==> config.mk <==
export PLATFORM = sky130hd
export DESIGN_NAME = sfh_host
export DESIGN_NICKNAME = d
export VERILOG_FILES = /design/src/common/sfh_pkg.sv /design/src/design/sfh_host.sv
export SDC_FILE = /design/constraint.sdc
export NUM_CORES = 1
export LEC_CHECK = 0
export BUFFER_PORTS_ARGS = -buffer_cell sky130_fd_sc_hd__buf_2
export CORE_AREA = 2 2 67 69
export DETAILED_ROUTE_END_ITERATION = 10
export DIE_AREA = 0 0 69 71
export PLACE_DENSITY = 0.86
export SLEW_MARGIN = 20
export SYNTH_ARGS = -nofsm -noshare
export SYNTH_HDL_FRONTEND = slang
export SYNTH_SLANG_ARGS = --single-unit
==> constraint.sdc <==
create_clock -name clk_i -period 3.3 [get_ports clk_i]
set_input_delay 0.33 -clock clk_i [delete_from_list [all_inputs] [get_ports clk_i]]
set_output_delay 0.33 -clock clk_i [all_outputs]
set_load 0.02 [all_outputs]
==> src/common/sfh_pkg.sv <==
// package of constants and types for the semaphore flag host controller
package sfh_pkg;

   // ----------------------------------------
   // pin geometry
   // ----------------------------------------
   localparam int SFH_ADDR_W = 18;
   localparam int SFH_DATA_W = 36;
   localparam int SFH_LANES = 4;
   localparam int SFH_IDX_W = 3;
   localparam logic [2:0] SFH_LAST_IDX = 3'h7;

   // ----------------------------------------
   // timing
   // ----------------------------------------
   localparam int SFH_CLK_NS = 5;
   localparam int SFH_WR_NS = 20;
   localparam int SFH_RD_NS = 30;
   localparam int SFH_WR_CYC = (SFH_WR_NS + SFH_CLK_NS - 1) / SFH_CLK_NS;
   localparam int SFH_RD_CYC = (SFH_RD_NS + SFH_CLK_NS - 1) / SFH_CLK_NS;
   localparam logic [3:0] SFH_WR_LAST = 4'(SFH_WR_CYC - 1);
   localparam logic [3:0] SFH_RD_LAST = 4'(SFH_RD_CYC - 1);
   localparam logic [3:0] SFH_STB_FIRST = 4'h1;
   localparam logic [3:0] SFH_STB_LAST = 4'(SFH_WR_CYC - 2);

   // ----------------------------------------
   // reset and flag values
   // ----------------------------------------
   localparam logic SFH_FLAG_RST = 1'b1;
   localparam logic SFH_FREE = 1'b1;
   localparam logic SFH_TAKE = 1'b0;

   // ----------------------------------------
   // commands and states
   // ----------------------------------------
   typedef enum logic [1:0] {
      SFH_OP_READ,
      SFH_OP_CLAIM,
      SFH_OP_RELEASE,
      SFH_OP_INIT
   } sfh_op_type;

   typedef enum logic [2:0] {
      SFH_S_IDLE,
      SFH_S_WR,
      SFH_S_WGAP,
      SFH_S_RD,
      SFH_S_RGAP,
      SFH_S_RESP
   } sfh_state_type;

endpackage

==> src/design/sfh_host.sv <==
// host controller that claims, releases and reads the eight semaphore flags of one RAM port
`timescale 1ns/100ps
module sfh_host
   import sfh_pkg::*;
(
   input wire logic clk_i,
   input wire logic sys_rst_i,
   // user side
   input wire logic cmd_valid_i,
   output logic cmd_ready_o,
   input wire logic [1:0] cmd_op_i,
   input wire logic [SFH_IDX_W-1:0] cmd_index_i,
   input wire logic claim_retry_i,
   output logic resp_valid_o,
   output logic resp_granted_o,
   output logic resp_flag_o,
   // ram port pins
   output logic token_space_select_n_o,
   output logic chip_select_low_n_o,
   output logic chip_select_high_o,
   output logic write_not_read_o,
   output logic output_enable_n_o,
   output logic [SFH_LANES-1:0] byte_lane_strobe_n_o,
   output logic [SFH_ADDR_W-1:0] addr_o,
   input wire logic [SFH_DATA_W-1:0] data_i,
   output logic [SFH_DATA_W-1:0] data_o,
   output logic data_oe_n_o
);

   // ----------------------------------------
   // state
   // ----------------------------------------
   sfh_state_type st, next_st;
   sfh_op_type op, next_op;
   logic [3:0] cnt, next_cnt;
   logic [SFH_IDX_W-1:0] idx, next_idx;
   logic val, next_val;
   logic withdraw, next_withdraw;
   logic rd_flag, next_rd_flag;
   logic written, next_written;
   logic [SFH_DATA_W-1:0] data_meta, data_sync;

   // data pins cross from the asynchronous RAM, so two flops first
   always_ff @(posedge clk_i or posedge sys_rst_i) begin
      if (sys_rst_i) begin
         data_meta <= '0;
         data_sync <= '0;
      end else begin
         data_meta <= data_i;
         data_sync <= data_meta;
      end
   end

   always_comb begin
      next_st = st;
      next_op = op;
      next_cnt = cnt;
      next_idx = idx;
      next_val = val;
      next_withdraw = withdraw;
      next_rd_flag = rd_flag;
      next_written = written;
      case (st)
         SFH_S_IDLE: begin
            if (cmd_valid_i) begin
               next_op = sfh_op_type'(cmd_op_i);
               next_idx = cmd_index_i;
               next_cnt = 4'h0;
               next_withdraw = 1'b0;
               next_written = 1'b0;
               next_st = SFH_S_WR;
               case (sfh_op_type'(cmd_op_i))
                  SFH_OP_READ: next_st = SFH_S_RD;
                  SFH_OP_CLAIM: next_val = SFH_TAKE;
                  SFH_OP_RELEASE: next_val = SFH_FREE;
                  SFH_OP_INIT: begin
                     next_idx = '0;
                     next_val = SFH_FREE;
                  end
                  default: next_st = SFH_S_IDLE;
               endcase
            end
         end
         SFH_S_WR: begin
            if (cnt == SFH_WR_LAST) begin
               next_cnt = 4'h0;
               next_written = (val == SFH_TAKE);
               next_st = SFH_S_WGAP;
            end else begin
               next_cnt = cnt + 4'h1;
            end
         end
         SFH_S_WGAP: begin
            if (op == SFH_OP_CLAIM && !withdraw) begin
               next_st = SFH_S_RD;
            end else if (op == SFH_OP_INIT && idx != SFH_LAST_IDX) begin
               next_idx = idx + 3'h1;
               next_st = SFH_S_WR;
            end else begin
               next_st = SFH_S_RESP;
            end
         end
         SFH_S_RD: begin
            if (cnt == SFH_RD_LAST) begin
               next_cnt = 4'h0;
               // every data bit carries the flag; bit 0 stands for all
               next_rd_flag = data_sync[0];
               next_st = SFH_S_RGAP;
            end else begin
               next_cnt = cnt + 4'h1;
            end
         end
         SFH_S_RGAP: begin
            if (op == SFH_OP_CLAIM && rd_flag) begin
               if (claim_retry_i) begin
                  next_st = SFH_S_RD;
               end else begin
                  // a stale request would grab the token later unasked
                  next_withdraw = 1'b1;
                  next_val = SFH_FREE;
                  next_st = SFH_S_WR;
               end
            end else begin
               next_st = SFH_S_RESP;
            end
         end
         SFH_S_RESP: next_st = SFH_S_IDLE;
         default: next_st = SFH_S_IDLE;
      endcase
   end

   // power-up starts with the init sweep: the flags have no reset of their own
   always_ff @(posedge clk_i or posedge sys_rst_i) begin
      if (sys_rst_i) begin
         st <= SFH_S_WR;
         op <= SFH_OP_INIT;
         cnt <= 4'hF; // wraps to zero, so select leads the first strobe
         idx <= '0;
         val <= SFH_FREE;
         withdraw <= 1'b0;
         rd_flag <= SFH_FLAG_RST;
         written <= 1'b0;
      end else begin
         st <= next_st;
         op <= next_op;
         cnt <= next_cnt;
         idx <= next_idx;
         val <= next_val;
         withdraw <= next_withdraw;
         rd_flag <= next_rd_flag;
         written <= next_written;
      end
   end

   // ----------------------------------------
   // pin drive
   // ----------------------------------------
   logic next_sel_n, next_wnr, next_oe_n, next_doe_n;

   always_comb begin
      next_sel_n = !(next_st == SFH_S_WR || next_st == SFH_S_RD);
      // strobe sits inside the address window for setup and hold
      next_wnr = !(next_st == SFH_S_WR && next_cnt >= SFH_STB_FIRST
                   && next_cnt <= SFH_STB_LAST);
      next_oe_n = !(next_st == SFH_S_RD);
      next_doe_n = !(next_st == SFH_S_WR);
   end

   always_ff @(posedge clk_i or posedge sys_rst_i) begin
      if (sys_rst_i) begin
         token_space_select_n_o <= 1'b1;
         write_not_read_o <= 1'b1;
         output_enable_n_o <= 1'b1;
         byte_lane_strobe_n_o <= '1;
         addr_o <= '0;
         data_o <= '0;
         data_oe_n_o <= 1'b1;
      end else begin
         token_space_select_n_o <= next_sel_n;
         write_not_read_o <= next_wnr;
         output_enable_n_o <= next_oe_n;
         byte_lane_strobe_n_o <= {SFH_LANES{next_sel_n}};
         addr_o <= SFH_ADDR_W'(next_idx);
         data_o <= {SFH_DATA_W{next_val}};
         data_oe_n_o <= next_doe_n;
      end
   end

   // the memory array is never selected by this controller
   assign chip_select_low_n_o = 1'b1;
   assign chip_select_high_o = 1'b0;

   assign cmd_ready_o = (st == SFH_S_IDLE);
   assign resp_valid_o = (st == SFH_S_RESP);
   assign resp_flag_o = rd_flag;
   assign resp_granted_o = (st == SFH_S_RESP) && op == SFH_OP_CLAIM && !withdraw && !rd_flag;
endmodule

# --- Word-level counts from Yosys, hierarchy flattened ---
# Cells that the tools add are included.
classes:
  addsub: 2
  magnitude_cmp: 2
  n_eq_ne: 20
  mux: 27
  n_reduce_logical: 24
ops:
  columns: ["cell", "n"]
  rows:
  - ["2-to-1 mux 3 bit", 10]
  - ["one-hot mux 3 bit (5 select lines)", 1]
  - ["2-to-1 mux 4 bit", 3]
  - ["one-hot mux 4 bit (3 select lines)", 1]
  - ["inequality test 2 bit (second input constant)", 5]
  - ["== test 3 x 2 -> 1 bit (second input constant)", 3]
  - ["logical AND 1 bit", 8]
  - ["AND reduction 4 bit", 2]
  - ["== test 2 bit (second input constant)", 3]
  - ["== test 3 x 1 -> 1 bit (second input constant)", 2]
  - ["== test 3 bit (second input constant)", 2]
  - ["logical NOT 1 bit", 6]
  - ["2-to-1 mux 1 bit", 6]
  - ["one-hot mux 1 bit (2 select lines)", 3]
  - ["one-hot mux 3 bit (2 select lines)", 1]
  - ["adder 4 x 1 -> 4 bit (second input constant)", 1]
  - ["== test 2 x 1 -> 1 bit (second input constant)", 2]
  - ["== test 4 x 2 -> 1 bit (second input constant)", 1]
  - ["== test 4 x 3 -> 1 bit (second input constant)", 1]
  - [">= comparator 4 x 1 -> 1 bit (second input constant)", 1]
  - ["<= comparator 4 x 2 -> 1 bit (second input constant)", 1]
  - ["2-to-1 mux 2 bit", 2]
  - ["AND reduction 2 bit", 2]
  - ["nonzero test 2 bit", 2]
  - ["other kinds (6)", 6]
word_totals:
  register_bits: 23
  input_bits: 45
  output_inout_bits: 68

# --- Logic depth before layout (Yosys ltp) ---
# Gate-level depths: netlist (run 1).
depth:
  word_depth: 9
  ltp_mapped: 7

# --- Worst setup path before layout (run 1) ---
# OpenSTA, ideal clock, no wires.
synth_path:
  path_kind: "reg2reg"
  startpoint: "reg cnt[1]"
  endpoint: "reg write_not_read_o"
  t_arrival_ns: 2.441
  t_required_ns: 3.206
  setup_slack_ns: 0.765
  stages_incl_launch_ff: 8
  n_path_buf: 0
  synth_period_minus_slack_ns: 2.535
  path_cell_list: "dfstp_2 inv_1 ha_1 and4b_1 o32ai_4 or4b_4 or2_1 or4b_1"
synth_between:
  elab_chain_cells: 7
  word_cells_on_any_way: 16
  classes_between: "add/sub (1); order compare (2); eq/ne (3); mux (7); reduce/logical (3)"
synth_rtl:
  columns: ["element", "line", "text"]
  rows:
  - ["start, declared", "sfh_host.sv:35", "logic [3:0] cnt, next_cnt;"]
  - ["start signal, assigned", "sfh_host.sv:146", "cnt <= next_cnt;"]
  - ["== test 4 x 3 -> 1 bit / == test 4 x 2 -> 1 bit (equally long branches)", "sfh_host.sv:104, sfh_host.sv:85", null]
  - ["2-to-1 mux 3 bit, on equally long branches", "sfh_host.sv:104, sfh_host.sv:85", null]
  - ["one-hot mux 3 bit (5 select lines) (*)", "sfh_host.sv:63", "case (st)"]
  - ["via next_st[0]", "sfh_host.sv:33", "sfh_state_type st, next_st;"]
  - ["== test 3 x 1 -> 1 bit (*)", "sfh_host.sv:163", "next_wnr = !(next_st == SFH_S_WR && next_cnt >= SFH_STB_FIRST"]
  - ["logical AND 1 bit (*)", "sfh_host.sv:163", null]
  - ["logical AND 1 bit (*)", "sfh_host.sv:164", "&& next_cnt <= SFH_STB_LAST);"]
  - ["logical NOT 1 bit (*)", "sfh_host.sv:163", null]
  - ["via next_wnr", "sfh_host.sv:158", "logic next_sel_n, next_wnr, next_oe_n, next_doe_n;"]
  - ["end signal, assigned", "sfh_host.sv:180", "write_not_read_o <= next_wnr;"]
  - ["end, declared", "sfh_host.sv:21", "output logic write_not_read_o,"]
# Mark *: on every way through the listed nets, which the timed path passes. The rest lies on a longest branch.
# A chain may end at the register's enable or synchronous reset.

# --- Worst setup path after layout (run 1) ---
# Ends and elaborated chain as after synthesis.

==> out/results.md, run 1 <==
Route
• **post-DR wirelength/cell** 11.4 µm
• **vias per std cell** 4.74
• **antenna-violating nets left** 0
• **aggregate routed wire length** 2.82 mm
• **drt first pass iters** 4
• **Detailed Route Iter0 Violations** 70
• **total via count in the routed design** 1166
• **number of remaining DRC errors** 0

Place
• **PortBufs** 60
• **cell count after placement** 242
• **post-placement worst setup slack** 0.624 ns
• **half-perimeter wire length after detailed placement** 2.22 mm
• **Routability Congestion** 0.785

Finish
• **commonest cells after routing, fill and taps aside** buf_2, conb_1, nand2_1, dfstp_2, dfrtp_1
• **count of nets after finishing** 244
• **Area Overhead vs Synth** 3.39%
• **most common cell after layout, fill and taps aside** buf_2
• **core occupancy in the finished layout** 0.400
• **Fill cells** 418
• **ratio of cells with drive above 1 in the final layout** 0.433
• **post-route non-filler standard cell count** 246
• **antenna diode count** 0

Critical path
• **Crit Path Max Fanout** 5
• **cell with the biggest individual delay on the critical path** dfstp_2
• **delay of the slowest cell on the worst path** 0.57 ns
• **Worst setup SP type** register
• **class of the most critical setup path** reg -> reg
• **Critical Path RT** 3.49 ns
• **critical path capture point type** register
• **data arrival time of the critical path** 2.88 ns
• **series of cell instances along the critical path** inv_1 -> ha_1 -> and4b_1 -> o32ai_4 -> or4b_4 -> or2_1 -> or4b_1

Synthesis
• **Yosys reg bits** 22
• **count of flip-flops with a built-in enable after synthesis** 0
• **post-synthesis instance total** 174
• **number of warning messages in the yosys log** 0
• **post-synthesis average cell area** 9.34 µm²
• **share of synthesized registers carrying an async set or reset** 1.00
• **cell taking the most area after synthesis** buf_4
• **number of library cell types mapped by synthesis** 42
• **post-synthesis cell area** 0.00163 mm²
• **area share of the leading cell type in the synthesized netlist** 0.263
• **most area-consuming cells after synthesis** buf_4, dfstp_2, dfrtp_1, nand2_1, ha_1
• **post-synthesis sequential area ratio** 0.349
• **Primary FF master, synth** dfstp_2

Clocking
• **number of CTS-inserted buffers** 3
• **CTS Root Buffer Type** clkbuf_8
• **TritonCTS clock tree** done
• **clock insertion delay at the later pin of the skew report** 0.27 ns
• **maximum root-to-sink buffer count** 2
• **clock-pin slew on the worst setup and hold paths** 0.08 ns
• **total setup buffers inserted after CTS** 0
• **Clock Sinks** 22
• **H-tree levels** 1
• **CTS-repair resized insts** 0
• **number of hold-repair buffers added at the cts stage** 0

Power and ir drop
• **Pwr per Cell Area** 1230 mW/mm²
• **switching power total** 0.00102 W
• **peak supply drop** 367 µV
• **Design Power** 0.00207 W
• **combinational cell fraction of total power** 0.584
• **fraction of power consumed by sequential logic** 0.294
• **Internal** 0.00105 W
• **part of the power in the clock network** 0.122
• **Net Sw Frac** 0.492
• **total leakage power** 0.810 nW

Hold path
• **type of the most critical hold path** in -> reg

Flow run
• **count of maximum capacitance violations** 0

STA
• **top achievable clock speed** 372 MHz
• **measured slew at the worst slew-check pin** 0.837 ns
• **Slew Viols, Final** 0
• **post-route setup TNS** 0 ns
• **worst-case headroom to the max-slew limit** 0.441
• **total setup violations reported at the end of the flow** 0
• **unrepaired setup endpoints after global routing** no
• **Layout Skew** 0.00370 ns
• **Min Clock Period, post-route** 2.69 ns
• **Tcrit/Tclk final** 0.815
• **post-route setup slack** 0.612 ns
• **final-report hold violation count** 0

Global route
• **global route total overflow** 0
• **number of global-route vias before repair** 995
• **aggregate global-route resource usage** 0.112
• **largest net degree at the start of global routing** 37
• **initial antenna violation count** 0
• **global-route wire length before repair** 4.46 mm

Floorplanning
• **die height** 71 µm
• **die width** 69 µm
• **area of the die** 0.00490 mm²
• **initial standard-cell utilization of the core** 0.387
• **standard-cell row count** 24
• **placeable core area** 0.00420 mm²
• **I/O pin cnt** 113

Run status
• **run status** finished clean

per-layer routing:
layer / global-route usage / up-vias / wire length [µm] / part of all wire
met5: 0 / - / 0 / 0
met4: 0.0261 / 0 / 19 / 0.0067
met3: 0.0442 / 2 / 301 / 0.11
met2: 0.191 / 64 / 1330 / 0.47
met1: 0.133 / 536 / 1160 / 0.41
li1: - / 564 / - / -
path summary, 6_finish.rpt:
check,startpoint,end,slack [ns],cells past startpoint
max in group asynchronous,sys_rst_i,data_sync[0],2.57,2
worst min-delay path,data_i[0],data_meta[0],0.16,1
worst min register to register,data_meta[0],data_sync[0],0.35,0
worst max-delay path,cnt[1],write_not_read_o,0.61,7
worst max register to register,cnt[1],write_not_read_o,0.61,7
min in group asynchronous,sys_rst_i,addr_o[0],0.21,2
cell usage after synthesis (2+ instances only):
master,count
nor3b_1,6
mux2i_1,3
nor2_1,5
ha_1,4
nand3_1,5
nor2b_1,3
conb_1,2
dfstp_2,13
nand2_1,16
nor3_1,3
inv_1,4
mux2_2,2
buf_4,57
buf_2,2
nand2b_1,3
a31oi_1,4
or3_1,4
o21ai_0,3
dfrtp_1,9
a22oi_1,2
a21oi_1,3
kinds of logic (layout without fill, tap and decap cells):
logic type	count (synthesis)	after routing	share of synthesized area
compound gates	20	20	0.0939
simple gates	58	58	0.211
mux	5	5	0.0323
fa+ha+maj	4	4	0.0308
buf+inv	63	68	0.279
other cells	2	17	0.00462
flops	22	22	0.349
per-stage QoR:
stage	hold slack, ns	instance area, µm²
2_1_floorplan	0.310	1680
3_3_place_gp	0.334	1610
5_1_grt	0.160	1680
3_5_place_dp	0.337	1610
4_1_cts	0.157	1680
6_report	0.163	1680
final cells by class:
| cell class | instances | area, µm² | share of cell area |
|---|---|---|---|
| clock buffer | 3 | 41.3 | 0.0246 |
| clock inverter | 1 | 30.0 | 0.0179 |
| inverter | 4 | 15.0 | 0.00894 |
| timing repair buffer | 60 | 300 | 0.179 |
| sequential | 22 | 567 | 0.337 |
| tap | 52 | 65.1 | 0.0387 |
| multi-input combinational | 104 | 662 | 0.394 |
worst max-delay path: cells and delay by family, from the launching register on:
kind	cells	cell delay [ns]
buffers and inverters	1	0.07
flip-flops	1	0.57
AO/OA/AOI/OAI	1	0.28
AND/OR/NAND/NOR	4	1.49
adder cells (fa/ha/maj)	1	0.21
power groups by stage:
stage	combinational, W	sequential, W	clock (W)
finish	0.00121	0.000608	0.000253
global route	0.00129	0.000641	0.000269
CTS	0.00122	0.000609	0.000261
detailed placement	0.00121	0.000615	0
global placement	0.00119	0.000600	0
floorplan	0.00117	0.000628	0
flip-flops by register name (all words and copies together) (netlist names), 2 cells and up:
register / cells
cnt: 4
op: 2
addr_o: 3
st: 3
Power figures use the tool's default switching activity.
==> run 2: changes to the inputs <==
--- a/config.mk
+++ b/config.mk
@@ -6,10 +6,10 @@
 export NUM_CORES = 1
 export LEC_CHECK = 0
 export BUFFER_PORTS_ARGS = -buffer_cell sky130_fd_sc_hd__buf_2
-export CORE_AREA = 2 2 67 69
+export CORE_AREA = 2 2 70 72
 export DETAILED_ROUTE_END_ITERATION = 10
-export DIE_AREA = 0 0 69 71
-export PLACE_DENSITY = 0.86
+export DIE_AREA = 0 0 72 74
+export PLACE_DENSITY = 0.83
 export SLEW_MARGIN = 20
 export SYNTH_ARGS = -nofsm -noshare
 export SYNTH_HDL_FRONTEND = slang
==> constraint.sdc (replaced) <==
create_clock -name clk_i -period 2.3 [get_ports clk_i]
set_input_delay 0.23 -clock clk_i [delete_from_list [all_inputs] [get_ports clk_i]]
set_output_delay 0.23 -clock clk_i [all_outputs]
set_load 0.02 [all_outputs]
==> out/results.md, run 2 (synthesis gave the netlist of run 1 again) <==
Hold path
• **type of the most critical hold path** in -> reg

Route
• **post-DR wirelength/cell** 11.9 µm, +3.6%
• **total via count in the routed design** 1239, +6.3%
• **vias per std cell** 4.61, -2.8%
• **number of remaining DRC errors** 0, unchanged
• **detailed-routed wire length on met2** 1.57 mm, +18%
• **antenna-violating nets left** 0, unchanged
• **Detailed Route Iter0 Violations** 37, -47%
• **highest metal layer with signal wires** met4
• **drt first pass iters** 4, unchanged
• **aggregate routed wire length** 3.19 mm, +13%
• **wire length on met1** 1.36 mm, +17%
• **metal3 WL** 215 µm, -29%

Global route
• **initial antenna violation count** 0, unchanged
• **largest net degree at the start of global routing** 37, unchanged
• **global route total overflow** 0, unchanged
• **aggregate global-route resource usage** 0.122, +0.0103
• **number of global-route vias before repair** 1043, +4.8%
• **global-route wire length before repair** 5.09 mm, +14%

Finish
• **most common cell after layout, fill and taps aside** buf_2
• **antenna diode count** 0, unchanged
• **number of flip-flops in the largest register** 4, unchanged
• **post-route non-filler standard cell count** 269, +9.3%
• **core occupancy in the finished layout** 0.401, +0.00139
• **largest register by flop count** cnt
• **registers with the highest flip-flop counts** cnt: 4 flops, addr_o: 3 flops, st: 3 flops
• **ratio of cells with drive above 1 in the final layout** 0.507, +0.0740
• **Area Overhead vs Synth** 13.5%
• **count of nets after finishing** 265, +8.6%
• **commonest cells after routing, fill and taps aside** buf_2, buf_4, conb_1, nand2_1, dfstp_2

Critical path
• **data arrival time of the critical path** 2.66 ns, -0.22 ns
• **Worst setup SP type** register
• **class of the most critical setup path** reg -> reg
• **critical path capture point type** register
• **Crit Path Max Fanout** 3, -2
• **Critical Path RT** 2.48 ns, -1.01 ns
• **register-to-register path setup slack** -0.18 ns, -0.79 ns

Power and ir drop
• **fraction of power consumed by sequential logic** 0.248, -0.046
• **Pwr per Cell Area** 1740 mW/mm², +42%
• **part of the power in the clock network** 0.088, -0.034
• **total leakage power** 0.911 nW, +12%
• **Net Sw Frac** 0.479, -0.0131
• **switching power total** 0.00154 W, +51%
• **Internal** 0.00167 W, +59%
• **peak supply drop** 678 µV, +85%
• **combinational cell fraction of total power** 0.664, +0.080

STA
• **Min Clock Period, post-route** 2.48 ns, -0.212 ns
• **unrepaired setup endpoints after global routing** yes
• **Slew Viols, Final** 0, unchanged
• **Tcrit/Tclk final** 1.08, +0.262
• **total setup violations reported at the end of the flow** 1, +1
• **final-report hold violation count** 0, unchanged
• **worst-case headroom to the max-slew limit** 0.435, -0.00628
• **top achievable clock speed** 404 MHz, +8.6%
• **measured slew at the worst slew-check pin** 0.847 ns, +0.00941 ns
• **post-route setup TNS** -0.176 ns, -0.176 ns
• **Layout Skew** 0.00759 ns, +0.00389 ns
• **post-route setup slack** -0.176 ns, -0.788 ns

Clocking
• **H-tree levels** 1, unchanged
• **clock-pin slew on the worst setup and hold paths** 0.08 ns, about the same
• **TritonCTS clock tree** done
• **number of hold-repair buffers added at the cts stage** 0, unchanged
• **maximum root-to-sink buffer count** 2, unchanged
• **Clock Sinks** 22, unchanged
• **CTS Root Buffer Type** clkbuf_8
• **clock insertion delay at the later pin of the skew report** 0.27 ns, about the same
• **number of CTS-inserted buffers** 3, unchanged

Place
• **Routability Congestion** 0.841, +7.2%
• **PortBufs** 60, unchanged
• **half-perimeter wire length after detailed placement** 2.42 mm, +9.1%
• **cell count after placement** 264, +9.1%

Floorplanning
• **I/O pin cnt** 113, unchanged
• **standard-cell row count** 25, +4.2%
• **initial standard-cell utilization of the core** 0.353, -0.0331
• **die height** 74 µm, +4.2%
• **area of the die** 0.00533 mm², +8.8%
• **die width** 72 µm, +4.3%
• **placeable core area** 0.00460 mm², +9.4%

Flow run
• **count of maximum capacitance violations** 0, unchanged

Run status
• **run status** complete, but fails checks
• **violations in the final reports** negative setup slack

==> run 2: worst paths after layout <==
path,startpoint,endpoint,cells after the start
hold reg to reg,data_meta[0],data_sync[0],0
max in group asynchronous,sys_rst_i,data_sync[0],2
min in group asynchronous,sys_rst_i,addr_o[0],2
setup / recovery,cnt[1],write_not_read_o,7
setup reg to reg,cnt[1],write_not_read_o,7
hold / removal,data_i[0],data_meta[0],1
==> run 2: through the flow <==
| stage | power (W) | setup WS [ns] | hold WS (ns) | area, µm² |
|---|---|---|---|---|
| floorplan | 0.00259 | -0.141 | 0.210 | 1680 |
| global placement | 0.00281 | -0.184 | 0.333 | 1760 |
| detailed placement | 0.00287 | -0.188 | 0.337 | 1760 |
| CTS | 0.00322 | -0.166 | 0.0628 | 1840 |
| global route | 0.00346 | -0.256 | 0.0603 | 1840 |
| finish | 0.00321 | -0.176 | 0.0688 | 1840 |
==> run 2: final cells by class <==
| cell class | count | area [µm²] |
|---|---|---|
| multi-input combinational | 104 | 682 |
| tap | 54 | 67.6 |
| fill | 449 | 2750 |
| clock buffer | 4 | 55.1 |
| sequential | 22 | 567 |
| timing repair buffer | 81 | 458 |
| inverter | 4 | 15.0 |
==> run 2: what timing repair did <==
action | 4_1_cts | 5_1_grt
endpoints found under the setup margin | 1 | 1
pin swaps | 1 | 0
resized for setup | 2 | 1
setup buffers | 1 | 0
==> run 2: power groups by stage <==
| stage | Sequential (W) | Clock (W) | Combinational (W) |
|---|---|---|---|
| after floorplan | 0.000902 | 0 | 0.00169 |
| after global placement | 0.000786 | 0 | 0.00203 |
| after detailed placement | 0.000803 | 0 | 0.00207 |
| after CTS | 0.000802 | 0.000291 | 0.00212 |
| after global routing | 0.000844 | 0.000304 | 0.00231 |
| final | 0.000797 | 0.000283 | 0.00213 |
==> run 2: critical path: stages, from the launching register on <==
cell,delay (ns)
dfstp_2,0.54
inv_2,0.05
ha_4,0.15
and4b_1,0.19
o32ai_4,0.21
or4b_4,0.50
or2_4,0.25
or4b_1,0.50
==> run 2: layer usage <==
metal,vias up,track usage
li1,606,-
met1,571,0.157
met2,55,0.211
met3,7,0.0339
met4,0,0.0189
met5,-,0
==> run 3: changes to the inputs <==
--- a/config.mk
+++ b/config.mk
@@ -9,7 +9,8 @@
 export CORE_AREA = 2 2 70 72
 export DETAILED_ROUTE_END_ITERATION = 10
 export DIE_AREA = 0 0 72 74
-export PLACE_DENSITY = 0.83
+export PLACE_DENSITY = 0.74
+export SKIP_CTS_REPAIR_TIMING = 1
 export SLEW_MARGIN = 20
 export SYNTH_ARGS = -nofsm -noshare
 export SYNTH_HDL_FRONTEND = slang
==> out/results.md, run 3 (synthesis gave the netlist of run 1 again) <==
Run status
• **run status** complete, but fails checks
• **violations in the final reports** negative setup slack

Clocking
• **clock-pin slew on the worst setup and hold paths** 0.08 ns, about the same
• **H-tree levels** 1, unchanged
• **CTS Root Buffer Type** clkbuf_8
• **number of CTS-inserted buffers** 3, unchanged
• **TritonCTS clock tree** done
• **clock insertion delay at the later pin of the skew report** 0.27 ns, about the same
• **maximum root-to-sink buffer count** 2, unchanged
• **Clock Sinks** 22, unchanged

STA
• **post-route setup TNS** -0.172 ns, +0.00475 ns
• **measured slew at the worst slew-check pin** 0.859 ns, +0.0123 ns
• **final-report hold violation count** 0, unchanged
• **Layout Skew** 0.00425 ns, -0.00334 ns
• **worst-case headroom to the max-slew limit** 0.427, -0.00824
• **top achievable clock speed** 405 MHz, +0.19%
• **Slew Viols, Final** 0, unchanged
• **total setup violations reported at the end of the flow** 1, unchanged
• **unrepaired setup endpoints after global routing** yes
• **post-route setup slack** -0.172 ns, +0.00475 ns
• **Min Clock Period, post-route** 2.47 ns, -0.00475 ns
• **Tcrit/Tclk final** 1.07, -0.00207
• **post-route worst hold slack** 0.0628 ns, -0.00603 ns

Critical path
• **register-to-register path setup slack** -0.17 ns, about the same
• **Critical Path RT** 2.49 ns, about the same
• **critical path capture point type** register
• **capturing point of the worst reg2reg path** write_not_read_o
• **class of the most critical setup path** reg -> reg
• **Worst setup SP type** register
• **Reg2Reg Launch Point** cnt[1]
• **Worst Reg-to-Reg Cells** 7, unchanged
• **Crit Path Max Fanout** 3, unchanged
• **data arrival time of the critical path** 2.66 ns, about the same

Route
• **Detailed Route Iter0 Violations** 29, -22%
• **vias per std cell** 4.56, -0.92%
• **aggregate routed wire length** 3.04 mm, -4.9%
• **total via count in the routed design** 1223, -1.3%
• **post-DR wirelength/cell** 11.3 µm, -4.5%
• **drt first pass iters** 4, unchanged
• **antenna-violating nets left** 0, unchanged
• **number of remaining DRC errors** 0, unchanged

Place
• **PortBufs** 60, unchanged
• **Routability Congestion** 0.838, -0.40%
• **half-perimeter wire length after detailed placement** 2.29 mm, -5.7%
• **post-placement worst setup slack** -0.193 ns, -0.00422 ns

Floorplanning
• **die height** 74 µm, unchanged
• **area of the die** 0.00533 mm², unchanged
• **placeable core area** 0.00460 mm², unchanged
• **die width** 72 µm, unchanged
• **I/O pin cnt** 113, unchanged
• **standard-cell row count** 25, unchanged
• **initial standard-cell utilization of the core** 0.353, unchanged

Hold path
• **start point of the worst hold path** data_i[0]
• **type of the most critical hold path** in -> reg
• **Hold Path Cell Cnt** 1, unchanged
• **hold worst-path end** data_meta[0]

Finish
• **number of flip-flops in the largest register** 4, unchanged
• **ratio of cells with drive above 1 in the final layout** 0.505, -0.00230
• **count of nets after finishing** 264, -0.38%
• **Area Overhead vs Synth** 14.0%
• **commonest cells after routing, fill and taps aside** buf_2, buf_4, conb_1, nand2_1, dfstp_2
• **antenna diode count** 0, unchanged
• **core occupancy in the finished layout** 0.403, +0.00190
• **most common cell after layout, fill and taps aside** buf_2
• **largest register by flop count** cnt
• **registers with the highest flip-flop counts** cnt: 4 flops, addr_o: 3 flops, st: 3 flops
• **Fill cells** 456, +1.6%

Power and ir drop
• **Design Power** 0.00328 W, +2.2%
• **Pwr per Cell Area** 1770 mW/mm², +1.7%
• **total leakage power** 0.913 nW, +0.24%
• **peak supply drop** 914 µV, +35%

Global route
• **global-route wire length before repair** 4.74 mm, -6.8%
• **largest net degree at the start of global routing** 37, unchanged
• **initial antenna violation count** 0, unchanged
• **number of global-route vias before repair** 1059, +1.5%
• **global route total overflow** 0, unchanged
• **aggregate global-route resource usage** 0.113, -0.00955

Flow run
• **count of maximum capacitance violations** 0, unchanged

==> run 3: final cells by class <==
type | instances | area [µm²] | share of cell area
repair buffers | 80 | 450 | 0.243
flip-flops and latches | 22 | 567 | 0.306
well taps | 54 | 67.6 | 0.0365
inverters | 4 | 15.0 | 0.00810
multi-input cells | 104 | 682 | 0.368
clock buffers | 3 | 41.3 | 0.0223
clock inverters | 1 | 30.0 | 0.0162
==> run 3: layer usage <==
layer	up-vias	global-route usage	wire [µm]
li1	604	-	-
met1	554	0.143	1300
met2	62	0.193	1460
met3	3	0.0352	265
met4	0	0.0189	13
met5	-	0	0
==> run 3: report_power, final <==
group	internal (W)	switching, W
Clock	0.000233	0.000135
Combinational	0.000889	0.00122
Sequential	0.000624	0.000181
==> run 3: through the flow <==
stage,cells,area (µm²)
global placement,264,1760
global route,268,1850
finish,268,1850
detailed placement,264,1760
floorplan,189,1680
CTS,268,1840
==> run 3: how the worst max path moves through the flow <==
stage	start	to	slack, ns	cells after the start
after floorplan	cnt[1]	write_not_read_o	-0.14	7
after global placement	cnt[1]	write_not_read_o	-0.20	7
after detailed placement	cnt[1]	write_not_read_o	-0.19	7
after CTS	cnt[1]	write_not_read_o	-0.21	7
after global routing	cnt[1]	write_not_read_o	-0.23	7
final	cnt[1]	write_not_read_o	-0.17	7
==> run 3: critical path: stages (launching register included) <==
cell,delay [ns]
dfstp_2,0.54
inv_2,0.05
ha_4,0.15
and4b_1,0.19
o32ai_4,0.21
or4b_4,0.50
or2_4,0.25
or4b_1,0.49
